## src/design/osa_cfg.svh

```systemverilog
// constants for the ofdm subcarrier assembler
`ifndef OSA_CFG_SVH
`define OSA_CFG_SVH

// ----------------------------------------------------------------
// symbol layout
// ----------------------------------------------------------------
`define OSA_N_FFT 128
`define OSA_N_DATA 98
`define OSA_PILOT_PERIOD 13
`define OSA_NULL_LO 52
`define OSA_NULL_HI 76
`define OSA_NEG_DATA 49

// ----------------------------------------------------------------
// scale factors, signed q1.14
// ----------------------------------------------------------------
`define OSA_K_UNITY 16'sh4000
`define OSA_K_QPSK 16'sh2d41
`define OSA_K_16QAM 16'sh143d
`define OSA_K_64QAM 16'sh09e0

// ----------------------------------------------------------------
// pilot bit generator
// ----------------------------------------------------------------
`define OSA_PRBS_W 10
`define OSA_PRBS_SEED 10'h3fe
// feedback from bits 9 and 3, gives 0001 then 1110 from the seed
`define OSA_PRBS_TAPS 10'h208

// ----------------------------------------------------------------
// phy timing
// ----------------------------------------------------------------
`define OSA_CLK_MHZ 50
`define OSA_SIFS_US 10
`define OSA_MIFS_US 2
`define OSA_SLOT_US 15
`define OSA_CCA_US 10
`define OSA_SIFS_CYC (`OSA_SIFS_US * `OSA_CLK_MHZ)
`define OSA_MIFS_CYC (`OSA_MIFS_US * `OSA_CLK_MHZ)
`define OSA_SLOT_CYC (`OSA_SLOT_US * `OSA_CLK_MHZ)
`define OSA_CCA_CYC (`OSA_CCA_US * `OSA_CLK_MHZ)

`endif

```

## src/design/osa_pkg.sv

```systemverilog
// types shared by the subcarrier assembler files
package osa_pkg;
	typedef enum logic [1:0] {
		OSA_MOD_QPSK,
		OSA_MOD_16QAM,
		OSA_MOD_64QAM
	} osa_mod_t;

	typedef enum logic [1:0] {
		OSA_ST_COLLECT,
		OSA_ST_PREP,
		OSA_ST_EMIT,
		OSA_ST_GAP
	} osa_state_t;
endpackage

```

## src/design/osa_prbs.sv

```systemverilog
// pilot polarity bit generator, scrambler-style lfsr
`timescale 1ns/1ps
`include "osa_cfg.svh"
module osa_prbs #(
	parameter int W = `OSA_PRBS_W,
	parameter logic [W-1:0] SEED = `OSA_PRBS_SEED,
	parameter logic [W-1:0] TAPS = `OSA_PRBS_TAPS
) (
	input wire logic clk,
	input wire logic nrst,
	input wire logic load,
	input wire logic step,
	output logic bit_out
);
	logic [W-1:0] state_ff;
	logic fb;

	assign fb = ^(state_ff & TAPS);
	assign bit_out = fb;

	always_ff @(posedge clk or negedge nrst) begin
		if (!nrst) begin
			state_ff <= SEED;
		end else if (load) begin
			state_ff <= SEED;
		end else if (step) begin
			state_ff <= {state_ff[W-2:0], fb};
		end
	end
endmodule // osa_prbs

```

## src/design/osa_pilot_table.sv

```systemverilog
// pilot subcarrier positions for symbol index modulo 13
`timescale 1ns/1ps
module osa_pilot_table (
	input wire logic [3:0] phase,
	output logic signed [7:0] pos0,
	output logic signed [7:0] pos1,
	output logic signed [7:0] pos2,
	output logic signed [7:0] pos3
);
	logic [31:0] row;

	// four ascending positions packed, lowest in the top byte
	assign row = (phase == 4'h0) ? {8'shcd, 8'she7, 8'sh01, 8'sh1b} :
		(phase == 4'h1) ? {8'shd9, 8'shf3, 8'sh0d, 8'sh27} :
		(phase == 4'h2) ? {8'she1, 8'shfb, 8'sh15, 8'sh2f} :
		(phase == 4'h3) ? {8'shd3, 8'shed, 8'sh07, 8'sh21} :
		(phase == 4'h4) ? {8'shdd, 8'shf7, 8'sh11, 8'sh2b} :
		(phase == 4'h5) ? {8'she5, 8'shff, 8'sh19, 8'sh33} :
		(phase == 4'h6) ? {8'shcf, 8'she9, 8'sh03, 8'sh1d} :
		(phase == 4'h7) ? {8'shd7, 8'shf1, 8'sh0b, 8'sh25} :
		(phase == 4'h8) ? {8'shdf, 8'shf9, 8'sh13, 8'sh2d} :
		(phase == 4'h9) ? {8'shd1, 8'sheb, 8'sh05, 8'sh1f} :
		(phase == 4'ha) ? {8'she3, 8'shfd, 8'sh17, 8'sh31} :
		(phase == 4'hb) ? {8'shdb, 8'shf5, 8'sh0f, 8'sh29} :
		{8'shd5, 8'shef, 8'sh09, 8'sh23};
	assign pos0 = row[31:24];
	assign pos1 = row[23:16];
	assign pos2 = row[15:8];
	assign pos3 = row[7:0];
endmodule // osa_pilot_table

```

## src/design/osa_assembler.sv

```systemverilog
// ofdm subcarrier assembler: data, pilots and nulls into ifft order
`timescale 1ns/1ps
`include "osa_cfg.svh"
module osa_assembler
	import osa_pkg::*;
#(
	parameter int DIN_W = 4,
	parameter int DOUT_W = 16
) (
	input wire logic clk,
	input wire logic nrst,
	input wire logic frame_start,
	input wire logic frame_end,
	input wire logic burst_mode,
	input wire logic din_valid,
	output logic din_ready,
	input wire logic signed [DIN_W-1:0] din_re,
	input wire logic signed [DIN_W-1:0] din_im,
	input wire osa_mod_t din_mod,
	output logic dout_valid,
	input wire logic dout_ready,
	output logic signed [DOUT_W-1:0] dout_re,
	output logic signed [DOUT_W-1:0] dout_im,
	output logic [6:0] dout_idx,
	output logic dout_last,
	output logic gap_busy
);
	// ----------------------------------------------------------------
	// constants
	// ----------------------------------------------------------------
	localparam logic [6:0] LAST_DATA = 7'(`OSA_N_DATA - 1);
	localparam logic [6:0] LAST_IDX = 7'(`OSA_N_FFT - 1);
	localparam logic [6:0] NULL_LO = 7'(`OSA_NULL_LO);
	localparam logic [6:0] NULL_HI = 7'(`OSA_NULL_HI);
	localparam logic [6:0] NEG_DATA = 7'(`OSA_NEG_DATA);
	localparam logic [3:0] LAST_PHASE = 4'(`OSA_PILOT_PERIOD - 1);
	localparam logic [9:0] SIFS_CYC = 10'(`OSA_SIFS_CYC);
	localparam logic [9:0] MIFS_CYC = 10'(`OSA_MIFS_CYC);
	localparam logic [9:0] SLOT_CYC = 10'(`OSA_SLOT_CYC);
	localparam logic [9:0] CCA_CYC = 10'(`OSA_CCA_CYC);

	// ----------------------------------------------------------------
	// scaling
	// ----------------------------------------------------------------
	function automatic logic signed [DOUT_W-1:0] scale(
		input logic signed [DIN_W-1:0] c,
		input osa_mod_t m
	);
		logic signed [15:0] f;
		logic signed [DIN_W+15:0] p;
		f = (m == OSA_MOD_QPSK) ? `OSA_K_QPSK :
			(m == OSA_MOD_16QAM) ? `OSA_K_16QAM : `OSA_K_64QAM;
		p = c * f;
		scale = p[DOUT_W-1:0];
	endfunction

	// ----------------------------------------------------------------
	// state
	// ----------------------------------------------------------------
	osa_state_t state_ff;
	logic [6:0] cnt_ff;
	logic [6:0] idx_ff;
	logic [6:0] dptr_ff;
	logic [3:0] phase_ff;
	logic [1:0] prep_ff;
	logic [3:0] pbits_ff;
	logic end_pend_ff;
	logic [9:0] gap_ff;
	logic signed [DOUT_W-1:0] buf_re_ff [`OSA_N_DATA];
	logic signed [DOUT_W-1:0] buf_im_ff [`OSA_N_DATA];
	logic din_ready_ff;
	logic dout_valid_ff;
	logic signed [DOUT_W-1:0] dout_re_ff;
	logic signed [DOUT_W-1:0] dout_im_ff;
	logic [6:0] dout_idx_ff;
	logic dout_last_ff;
	logic gap_busy_ff;

	// ----------------------------------------------------------------
	// decode
	// ----------------------------------------------------------------
	logic accept;
	logic advance;
	logic emit;
	logic restart;
	logic signed [7:0] sc;
	logic is_null;
	logic signed [7:0] pos0;
	logic signed [7:0] pos1;
	logic signed [7:0] pos2;
	logic signed [7:0] pos3;
	logic [3:0] pil_hit;
	logic is_pilot;
	logic pil_bit;
	logic prbs_bit;
	logic prbs_step;
	logic signed [DOUT_W-1:0] val_re;
	logic signed [DOUT_W-1:0] val_im;
	logic [9:0] gap_len;

	assign accept = din_valid && din_ready_ff;
	assign advance = !dout_valid_ff || dout_ready;
	assign emit = (state_ff == OSA_ST_EMIT) && advance;
	// reload only between symbols, never mid-collection
	assign restart = frame_start && (state_ff == OSA_ST_COLLECT) &&
		(cnt_ff == 7'h00) && !accept;
	assign prbs_step = (state_ff == OSA_ST_PREP);

	// ifft input to subcarrier number
	assign sc = (idx_ff < NULL_LO) ? $signed({1'b0, idx_ff}) :
		$signed({1'b0, idx_ff}) - 8'sd64 - 8'sd64;
	assign is_null = (idx_ff == 7'h00) ||
		((idx_ff >= NULL_LO) && (idx_ff <= NULL_HI));

	assign pil_hit = {sc == pos3, sc == pos2, sc == pos1, sc == pos0};
	assign is_pilot = !is_null && (pil_hit != 4'h0);
	assign pil_bit = |(pil_hit & pbits_ff);
	assign gap_len = burst_mode ? MIFS_CYC : SIFS_CYC;

	// bit 0 maps to +1, bit 1 to -1
	assign val_re = is_null ? '0 :
		is_pilot ? (pil_bit ? -`OSA_K_UNITY : `OSA_K_UNITY) :
		buf_re_ff[dptr_ff];
	assign val_im = (is_null || is_pilot) ? '0 : buf_im_ff[dptr_ff];

	// ----------------------------------------------------------------
	// pilot schedule and bit source
	// ----------------------------------------------------------------
	osa_pilot_table u_table (
		.phase(phase_ff),
		.pos0(pos0),
		.pos1(pos1),
		.pos2(pos2),
		.pos3(pos3)
	);

	osa_prbs u_prbs (
		.clk(clk),
		.nrst(nrst),
		.load(restart),
		.step(prbs_step),
		.bit_out(prbs_bit)
	);

	// ----------------------------------------------------------------
	// data buffer
	// ----------------------------------------------------------------
	always_ff @(posedge clk) begin
		if (accept) begin
			buf_re_ff[cnt_ff] <= scale(din_re, din_mod);
			buf_im_ff[cnt_ff] <= scale(din_im, din_mod);
		end
	end

	// ----------------------------------------------------------------
	// sequencer
	// ----------------------------------------------------------------
	always_ff @(posedge clk or negedge nrst) begin
		if (!nrst) begin
			state_ff <= OSA_ST_COLLECT;
		end else begin
			unique case (state_ff)
				OSA_ST_COLLECT: begin
					if (accept && cnt_ff == LAST_DATA) begin
						state_ff <= OSA_ST_PREP;
					end
				end
				OSA_ST_PREP: begin
					if (prep_ff == 2'h3) begin
						state_ff <= OSA_ST_EMIT;
					end
				end
				OSA_ST_EMIT: begin
					if (emit && idx_ff == LAST_IDX) begin
						state_ff <= end_pend_ff ? OSA_ST_GAP :
							OSA_ST_COLLECT;
					end
				end
				OSA_ST_GAP: begin
					if (gap_ff == 10'h001) begin
						state_ff <= OSA_ST_COLLECT;
					end
				end
			endcase
		end
	end

	always_ff @(posedge clk or negedge nrst) begin
		if (!nrst) begin
			cnt_ff <= 7'h00;
		end else if (accept) begin
			cnt_ff <= (cnt_ff == LAST_DATA) ? 7'h00 : cnt_ff + 7'h01;
		end
	end

	always_ff @(posedge clk or negedge nrst) begin
		if (!nrst) begin
			din_ready_ff <= 1'b0;
		end else begin
			// stay closed until the last output of a symbol is taken
			din_ready_ff <= (state_ff == OSA_ST_COLLECT) &&
				!(accept && cnt_ff == LAST_DATA) &&
				!(dout_valid_ff && !dout_ready);
		end
	end

	// four fresh pilot bits per symbol, first bit to lowest carrier
	always_ff @(posedge clk or negedge nrst) begin
		if (!nrst) begin
			prep_ff <= 2'h0;
			pbits_ff <= 4'h0;
		end else if (prbs_step) begin
			prep_ff <= prep_ff + 2'h1;
			pbits_ff <= {prbs_bit, pbits_ff[3:1]};
		end
	end

	// symbol index modulo 13, zero at first post-preamble symbol
	always_ff @(posedge clk or negedge nrst) begin
		if (!nrst) begin
			phase_ff <= 4'h0;
		end else if (restart) begin
			phase_ff <= 4'h0;
		end else if (emit && idx_ff == LAST_IDX) begin
			phase_ff <= (phase_ff == LAST_PHASE) ? 4'h0 :
				phase_ff + 4'h1;
		end
	end

	// positive carriers follow the 49 negative data points
	always_ff @(posedge clk or negedge nrst) begin
		if (!nrst) begin
			idx_ff <= 7'h00;
			dptr_ff <= NEG_DATA;
		end else if (emit) begin
			idx_ff <= idx_ff + 7'h01;
			if (idx_ff == NULL_HI) begin
				dptr_ff <= 7'h00;
			end else if (idx_ff == LAST_IDX) begin
				dptr_ff <= NEG_DATA;
			end else if (!is_null && !is_pilot) begin
				dptr_ff <= dptr_ff + 7'h01;
			end
		end
	end

	always_ff @(posedge clk or negedge nrst) begin
		if (!nrst) begin
			end_pend_ff <= 1'b0;
		end else if (frame_end) begin
			end_pend_ff <= 1'b1;
		end else if (state_ff == OSA_ST_GAP) begin
			end_pend_ff <= 1'b0;
		end
	end

	always_ff @(posedge clk or negedge nrst) begin
		if (!nrst) begin
			gap_ff <= 10'h000;
		end else if (emit && idx_ff == LAST_IDX) begin
			gap_ff <= gap_len;
		end else if (gap_ff != 10'h000) begin
			gap_ff <= gap_ff - 10'h001;
		end
	end

	// ----------------------------------------------------------------
	// output stage
	// ----------------------------------------------------------------
	always_ff @(posedge clk or negedge nrst) begin
		if (!nrst) begin
			dout_valid_ff <= 1'b0;
			dout_re_ff <= '0;
			dout_im_ff <= '0;
			dout_idx_ff <= 7'h00;
			dout_last_ff <= 1'b0;
		end else if (advance) begin
			dout_valid_ff <= emit;
			dout_re_ff <= emit ? val_re : '0;
			dout_im_ff <= emit ? val_im : '0;
			dout_idx_ff <= idx_ff;
			// marks the tail that the prefix stage copies forward
			dout_last_ff <= emit && idx_ff == LAST_IDX;
		end
	end

	always_ff @(posedge clk or negedge nrst) begin
		if (!nrst) begin
			gap_busy_ff <= 1'b0;
		end else begin
			gap_busy_ff <= (state_ff == OSA_ST_GAP);
		end
	end

	assign din_ready = din_ready_ff;
	assign dout_valid = dout_valid_ff;
	assign dout_re = dout_re_ff;
	assign dout_im = dout_im_ff;
	assign dout_idx = dout_idx_ff;
	assign dout_last = dout_last_ff;
	assign gap_busy = gap_busy_ff;
endmodule // osa_assembler

```

## config.mk

```make
export PLATFORM = sky130hd
export DESIGN_NAME = osa_assembler
export DESIGN_NICKNAME = d
export VERILOG_FILES = /design/src/design/osa_pkg.sv /design/src/design/osa_prbs.sv /design/src/design/osa_pilot_table.sv /design/src/design/osa_assembler.sv
export VERILOG_INCLUDE_DIRS = /design/src /design/src/design
export SDC_FILE = /design/constraint.sdc
export NUM_CORES = 2
export LEC_CHECK = 0
export BUFFER_PORTS_ARGS = -buffer_cell sky130_fd_sc_hd__buf_2
export CAP_MARGIN = 20
export CELL_PAD_IN_SITES_DETAIL_PLACEMENT = 1
export CELL_PAD_IN_SITES_GLOBAL_PLACEMENT = 1
export CORE_ASPECT_RATIO = 0.5
export CORE_MARGIN = 5
export CORE_UTILIZATION = 25
export CTS_CLUSTER_DIAMETER = 100
export DETAILED_ROUTE_END_ITERATION = 6
export PLACE_DENSITY = 0.38
export SYNTH_ARGS = -nofsm -noshare
export SYNTH_HDL_FRONTEND = slang
export SYNTH_SLANG_ARGS = --single-unit
```

## constraint.sdc

```tcl
create_clock -name clk -period 6.62 [get_ports clk]
set_input_delay 1.324 -clock clk [delete_from_list [all_inputs] [get_ports clk]]
set_output_delay 1.324 -clock clk [all_outputs]
set_load 0.1 [all_outputs]
```

Word-level counts from Yosys, hierarchy flattened
Memory sizes are Yosys's and may differ from the RTL's.
Cells that the tools add are included.
Widths: inputs -> output; s select.
- memories: 2
- register bits after elaboration: 97
- input bits: 17
- RAM bits: 3136
- output and inout bits: 43
- logic and storage cells: 144
- memories (name ; depth ; width ; read ports ; clocked after Yosys merged registers in ; write ports ; RTL line ; text):
    buf_im_ff ; 98 ; 16 ; 1 ; 0 ; 1 ; osa_assembler.sv:70 ; logic signed [DOUT_W-1:0] buf_im_ff [`OSA_N_DATA];
    buf_re_ff ; 98 ; 16 ; 1 ; 0 ; 1 ; osa_assembler.sv:69 ; logic signed [DOUT_W-1:0] buf_re_ff [`OSA_N_DATA];
- muxes and demuxes: 43
- bitwise gates (word level): 1
- multiply operators: 2
- magnitude comparators: 3
- eq/ne operators: 29
- reductions and logical operators: 39
- add/sub/neg operators: 8
- operators by type and width (operator ; number):
    $mux 32 ; 11
    $mux 16 ; 6
    $mux 10 ; 4
    $eq 8x8->1 ; 4
    $mul 4x15->16 ; 2
    $mux 28 ; 1
    $mux 7 ; 4
    $add 7x1->7 const B ; 3
    $eq 7x7->1 const B ; 3
    $eq 4x4->1 const B ; 5
    $eq 4x3->1 const B ; 4
    $logic_not 7->1 ; 2
    $mux 14 ; 1
    $logic_and 1x1->1 ; 13
    $mux 13 ; 1
    $mux 4 ; 3
    $eq 10x1->1 const B ; 1
    $mux 2 ; 5
    $reduce_bool 10->1 ; 1
    $reduce_xor 10->1 ; 1
    $sub 10x1->10 const B ; 1
    $mux 9 ; 1
    $eq 4x2->1 const B ; 2
    $mux 8 ; 1
    25 further kinds ; 45

Logic depth before layout (Yosys ltp)
- word-level depth: 21
- mapped depth: 18
- mapped depth without buffers: 17

Cells and area by module
From an unflattened synthesis, not the netlist that was laid out.
- cells, all modules: 5890
- area total of the unflattened synthesis: 127907.7 um^2
- modules (own cells, without submodules) (module ; area an instance (um^2) ; instances ; sequential area each (um^2) ; cells each):
    osa_assembler ; 126980.5 ; 1 ; 96351.2 ; 5787
    osa_pilot_table ; 473.0 ; 1 ; 0.0 ; 68
    osa_prbs ; 454.2 ; 1 ; 261.5 ; 35

Worst setup path before layout
No wires, ideal clock.
- path type: input -> register
- start point: input din_mod[1]
- end point: memory buf_re_ff[0][15], data pin
- setup time: 0.758 ns
- data required time: 5.862 ns
- stages on the path: 15
- buffers on the path: 0
- arrival time: 9.765 ns
- setup slack: -3.904 ns
- path through: nor2b_1 and2_1 fa_1 fa_1 ha_1 ha_1 a21o_1 a21o_1 a21oi_1 o21ai_0 a21oi_1 nor2b_1 o21ai_0 a21oi_1 xnor2_1
- word-level cells in the longest chain between the ends: 4
- elaborated cells between the ends (all ways): 5
- those cells by class: 1 x mul; 1 x eq/ne; 2 x mux; 1 x reduce/logical
- ends and longest elaborated chain (item ; RTL line ; text):
    start, declared ; osa_assembler.sv:19 ; input wire osa_mod_t din_mod,
    $eq 2x1->1 ; osa_assembler.sv:52 ; (m == OSA_MOD_16QAM) ? `OSA_K_16QAM : `OSA_K_64QAM;
    $mux 13 (no source line) ; -- ;
    $mux 14 (no source line) (*) ; -- ;
    $mul 4x15->16 (*) ; osa_assembler.sv:53 ; p = c * f;
    end, declared ; osa_assembler.sv:69 ;
Mark *: on every way between the ends. The rest lies on a longest branch, timed or not.

Worst setup path in the final report
- start point: input din_mod[1]
- end point: memory buf_im_ff[52][14], data pin
- word-level cells in the longest chain between the ends: 4
- elaborated cells between the ends (all ways): 5
- those cells by class: 1 x mul; 1 x eq/ne; 2 x mux; 1 x reduce/logical
- ends and longest elaborated chain (item ; RTL line):
    $eq 2x1->1 ; osa_assembler.sv:52
    $mux 13 (no source line) ; --
    $mux 14 (no source line) (*) ; --
    $mul 4x15->16 (*) ; osa_assembler.sv:53
    end, declared ; osa_assembler.sv:70
Marked as above.

==> reports/results.txt <==
DRC - 0
Global Route Usage Sum - 0.170
Root Buffer - clkbuf_16
worst-path cell chain - buf_2, buf_4, nor2b_4, and2_4, fa_1, inv_1, fa_1, inv_1, ha_1, ha_4, fa_4, a21o_1, a21oi_2, o21bai_1, a21oi_2, o21ai_2, a21o_1, a21oi_2, xnor2_4, buf_4
Resized cells post-CTS - 0
Die ar. - 524,000 µm²
Core ar. - 507,000 µm²
count leader, synth - edfxtp_1
Die Y - 514 µm
fin nets - 6,286
Post-synth top flop - edfxtp_1
sequential fraction of the synthesis area - 0.760
Worst Tran Pin Value - 1.37 ns
compound-cell area share of the yosys netlist - 0.0174
first-pass GRT wire length - 611,000 µm
vias in the first global route - 66,797
initial antenna violation count - 50
main combinational cell family by area after synthesis - multiplexers
switching share of power - 0.337
NetSw - 21,800 µW
htree depth - 5
Post-CTS Setup Repair Bufs - 0
Synth Area in XOR/XNOR - 0.00365
clock sink total - 3,233
RSZ-0062 raised after global routing - no
Post-synth top cells - 3,136 x edfxtp_1, 888 x mux4_2, 151 x clkbuf_1
Worst path slowest cell - fa_4
number of synthesized register bits - 3,233
GP Congestion - 0.763
ys async rst share - 0.0300
Area growth, synth to finish - 18.0%
Layout Skew - 0.0601 ns
synth warn - 0
DR WL/cell - 34.2 µm
VDD IR max - 0.318 mV
Die Width - 1020 µm
pin count of the biggest net entering global routing - 135
Buffers on Ports - 59
largest area contributor in the netlist - edfxtp_1
Site Rows - 185
R2R depth - 9
PD cells - 432 nW/µm²
hold crit path type - input pin to async pin
Synth top area share - 0.740
cell count after synthesis - 5,720
Ports - 60
Most common cell on crit path - a21oi_2
endpoint type of the worst setup path - flip-flop
fmax - 185 MHz
Final WS setup - 1.22 ns
Crit Path Max Fanout - 32
DR iter-0 viols - 6,142
EDFF count, synth - 3,136
clock power share - 0.294
Starting Density - 0.251
Clock Latency Late Sink - 0.94 ns
mux share of post-synthesis cell area - 0.174
max-slew violations - 0
Fin Setup TNS - 0 ns
Slew HR - 0.0820
Clock transition at path regs - 0.06 ns
Final Hold Vio Count - 0
outcome - finished clean
Synth Area in Adders - 0.0132
layout cells sized above 1 - 0.320
Pleak - 0.0456 µW
drt first pass iters - 5
CP max stage delay - 0.54 ns
Post-Route WL - 454,000 µm
vias per inst - 4.71
Max-cap violations - 0
CTS hold repair buffers - 0
synthesized cell area - 127,000 µm²
crit path DAT - 6.09 ns
Final period util - 0.816
Final Util - 0.296
Distinct cells, synth - 70
combinational share of power - 0.312
CP Launch Type - input pin
TritonCTS clock tree - done
data required time of the critical path - 7.31 ns
Post-Place Worst Slack - 0.237 ns
Detail Route Antenna Nets - 0
Post-Synth Simple-Gate Area - 0.0176
Seq pwr share - 0.394
Avg Cell Area, Syn - 22.2 µm²
total gr overflow - 0
clock buffer count from CTS - 338
main area contributors after synthesis - edfxtp_1 74%, mux4_2 16%, dfrtp_1 1.7%, mux2_2 0.88%, mux2i_1 0.84%
# setup viols final - 0
clk buf depth - 4
HPWL after DPL - 269,000 µm
Tmin final - 5.40 ns
vias - 62,519
CP Class - input pin to flip-flop
syn_nets - 5,848
Int Pwr - 43,000 µW
[per-layer routing]
metal  GRT usage  up-vias  wire (µm)
li1            -    24906          -
met1       0.240    35606     206000
met2       0.282     1542     218000
met3      0.0253      459      22200
met4      0.0302        6       8120
met5           0        -         48
[cells by family after synthesis]
| logic type | after synthesis |
|---|---|
| AOI/OAI and AO/OA | 345 |
| xor gates and xnor gates | 53 |
| and+or+nand+nor | 476 |
| muxes | 1094 |
| adders and majority gates | 111 |
| DFF | 3233 |
| buffers and inverters | 408 |
[registers in the layout, summed over array words and instances, names as in the netlist, 2 cells and up]
name,cells
pbits_ff,4
idx_ff,7
prep_ff,2
dout_idx,7
state_ff,2
dptr_ff,7
dout_im,16
cnt_ff,7
dout_re,16
gap_ff,10
buf_im_ff,1568
buf_re_ff,1568
u_prbs.state_ff,10
phase_ff,4
[through the flow]
| step | instance area (µm²) | hold slack (ns) | power [µW] | instances |
|---|---|---|---|---|
| 6_report | 150000 | 0.470 | 64900 | 13269 |
| 5_1_grt | 150000 | 0.453 | 67600 | 13252 |
| 4_1_cts | 150000 | 0.417 | 66100 | 13247 |
| 3_5_place_dp | 139000 | 0.464 | 46800 | 12639 |
| 3_3_place_gp | 139000 | 0.459 | 46400 | 12625 |
| 2_1_floorplan | 128000 | 0.448 | 37200 | 5720 |
[power by group through the flow]
stage / clock (µW) / sequential (µW) / combinational, µW
after floorplan: 0 / 26400 / 10900
after global placement: 0 / 26000 / 20400
after detailed placement: 0 / 26000 / 20800
after CTS: 19600 / 25600 / 20900
after global routing: 20500 / 25600 / 21500
final: 19100 / 25600 / 20200
[layout by cell type, fill, tap and decap left out, drive strengths merged, types with 32 or more instances in the layout]
cell	instances
nor2b	52
mux2	99
buf	404
a211oi	46
dfrtp	85
mux2i	107
inv	112
xnor2	33
o21ai	102
o22ai	63
nor2	141
clkinv	147
a21oi	42
nand2	142
nor3	32
edfxtp	3136
fa	38
ha	73
mux4	888
clkbuf	418
[cell type report]
| class | count | area, µm² |
|---|---|---|
| fillers | 50748 | 357000 |
| flip-flops and latches | 3233 | 96600 |
| multi-input cells | 2079 | 30100 |
| clock buffers | 418 | 8910 |
| well taps | 6825 | 8540 |
| repair buffers | 404 | 3680 |
| clock inverters | 190 | 1800 |
| inverters | 102 | 383 |
| diodes | 18 | 45.0 |
[worst max-delay path: cells and delay by family]
kind | cells | cell delay (ns)
adder cells (fa/ha/maj) | 5 | 2.03
AO/OA/AOI/OAI | 7 | 1.37
buffers and inverters | 5 | 0.84
XOR/XNOR | 1 | 0.26
AND/OR/NAND/NOR | 2 | 0.21
[path summary, 6_finish.rpt]
path | startpoint | end | slack [ns]
setup / recovery | din_mod[1] | buf_im_ff[52][14] | 1.22
hold / removal | nrst | din_ready | 0.47
setup reg to reg | dptr_ff[0] | dout_re[14] | 1.54
hold reg to reg | dout_re[4] | dout_re[4] | 0.48
max in group asynchronous | nrst | dout_idx[6] | 5.00
min in group clk | dout_re[4] | dout_re[4] | 0.48
No activity file was read; power rests on OpenSTA's default activity.
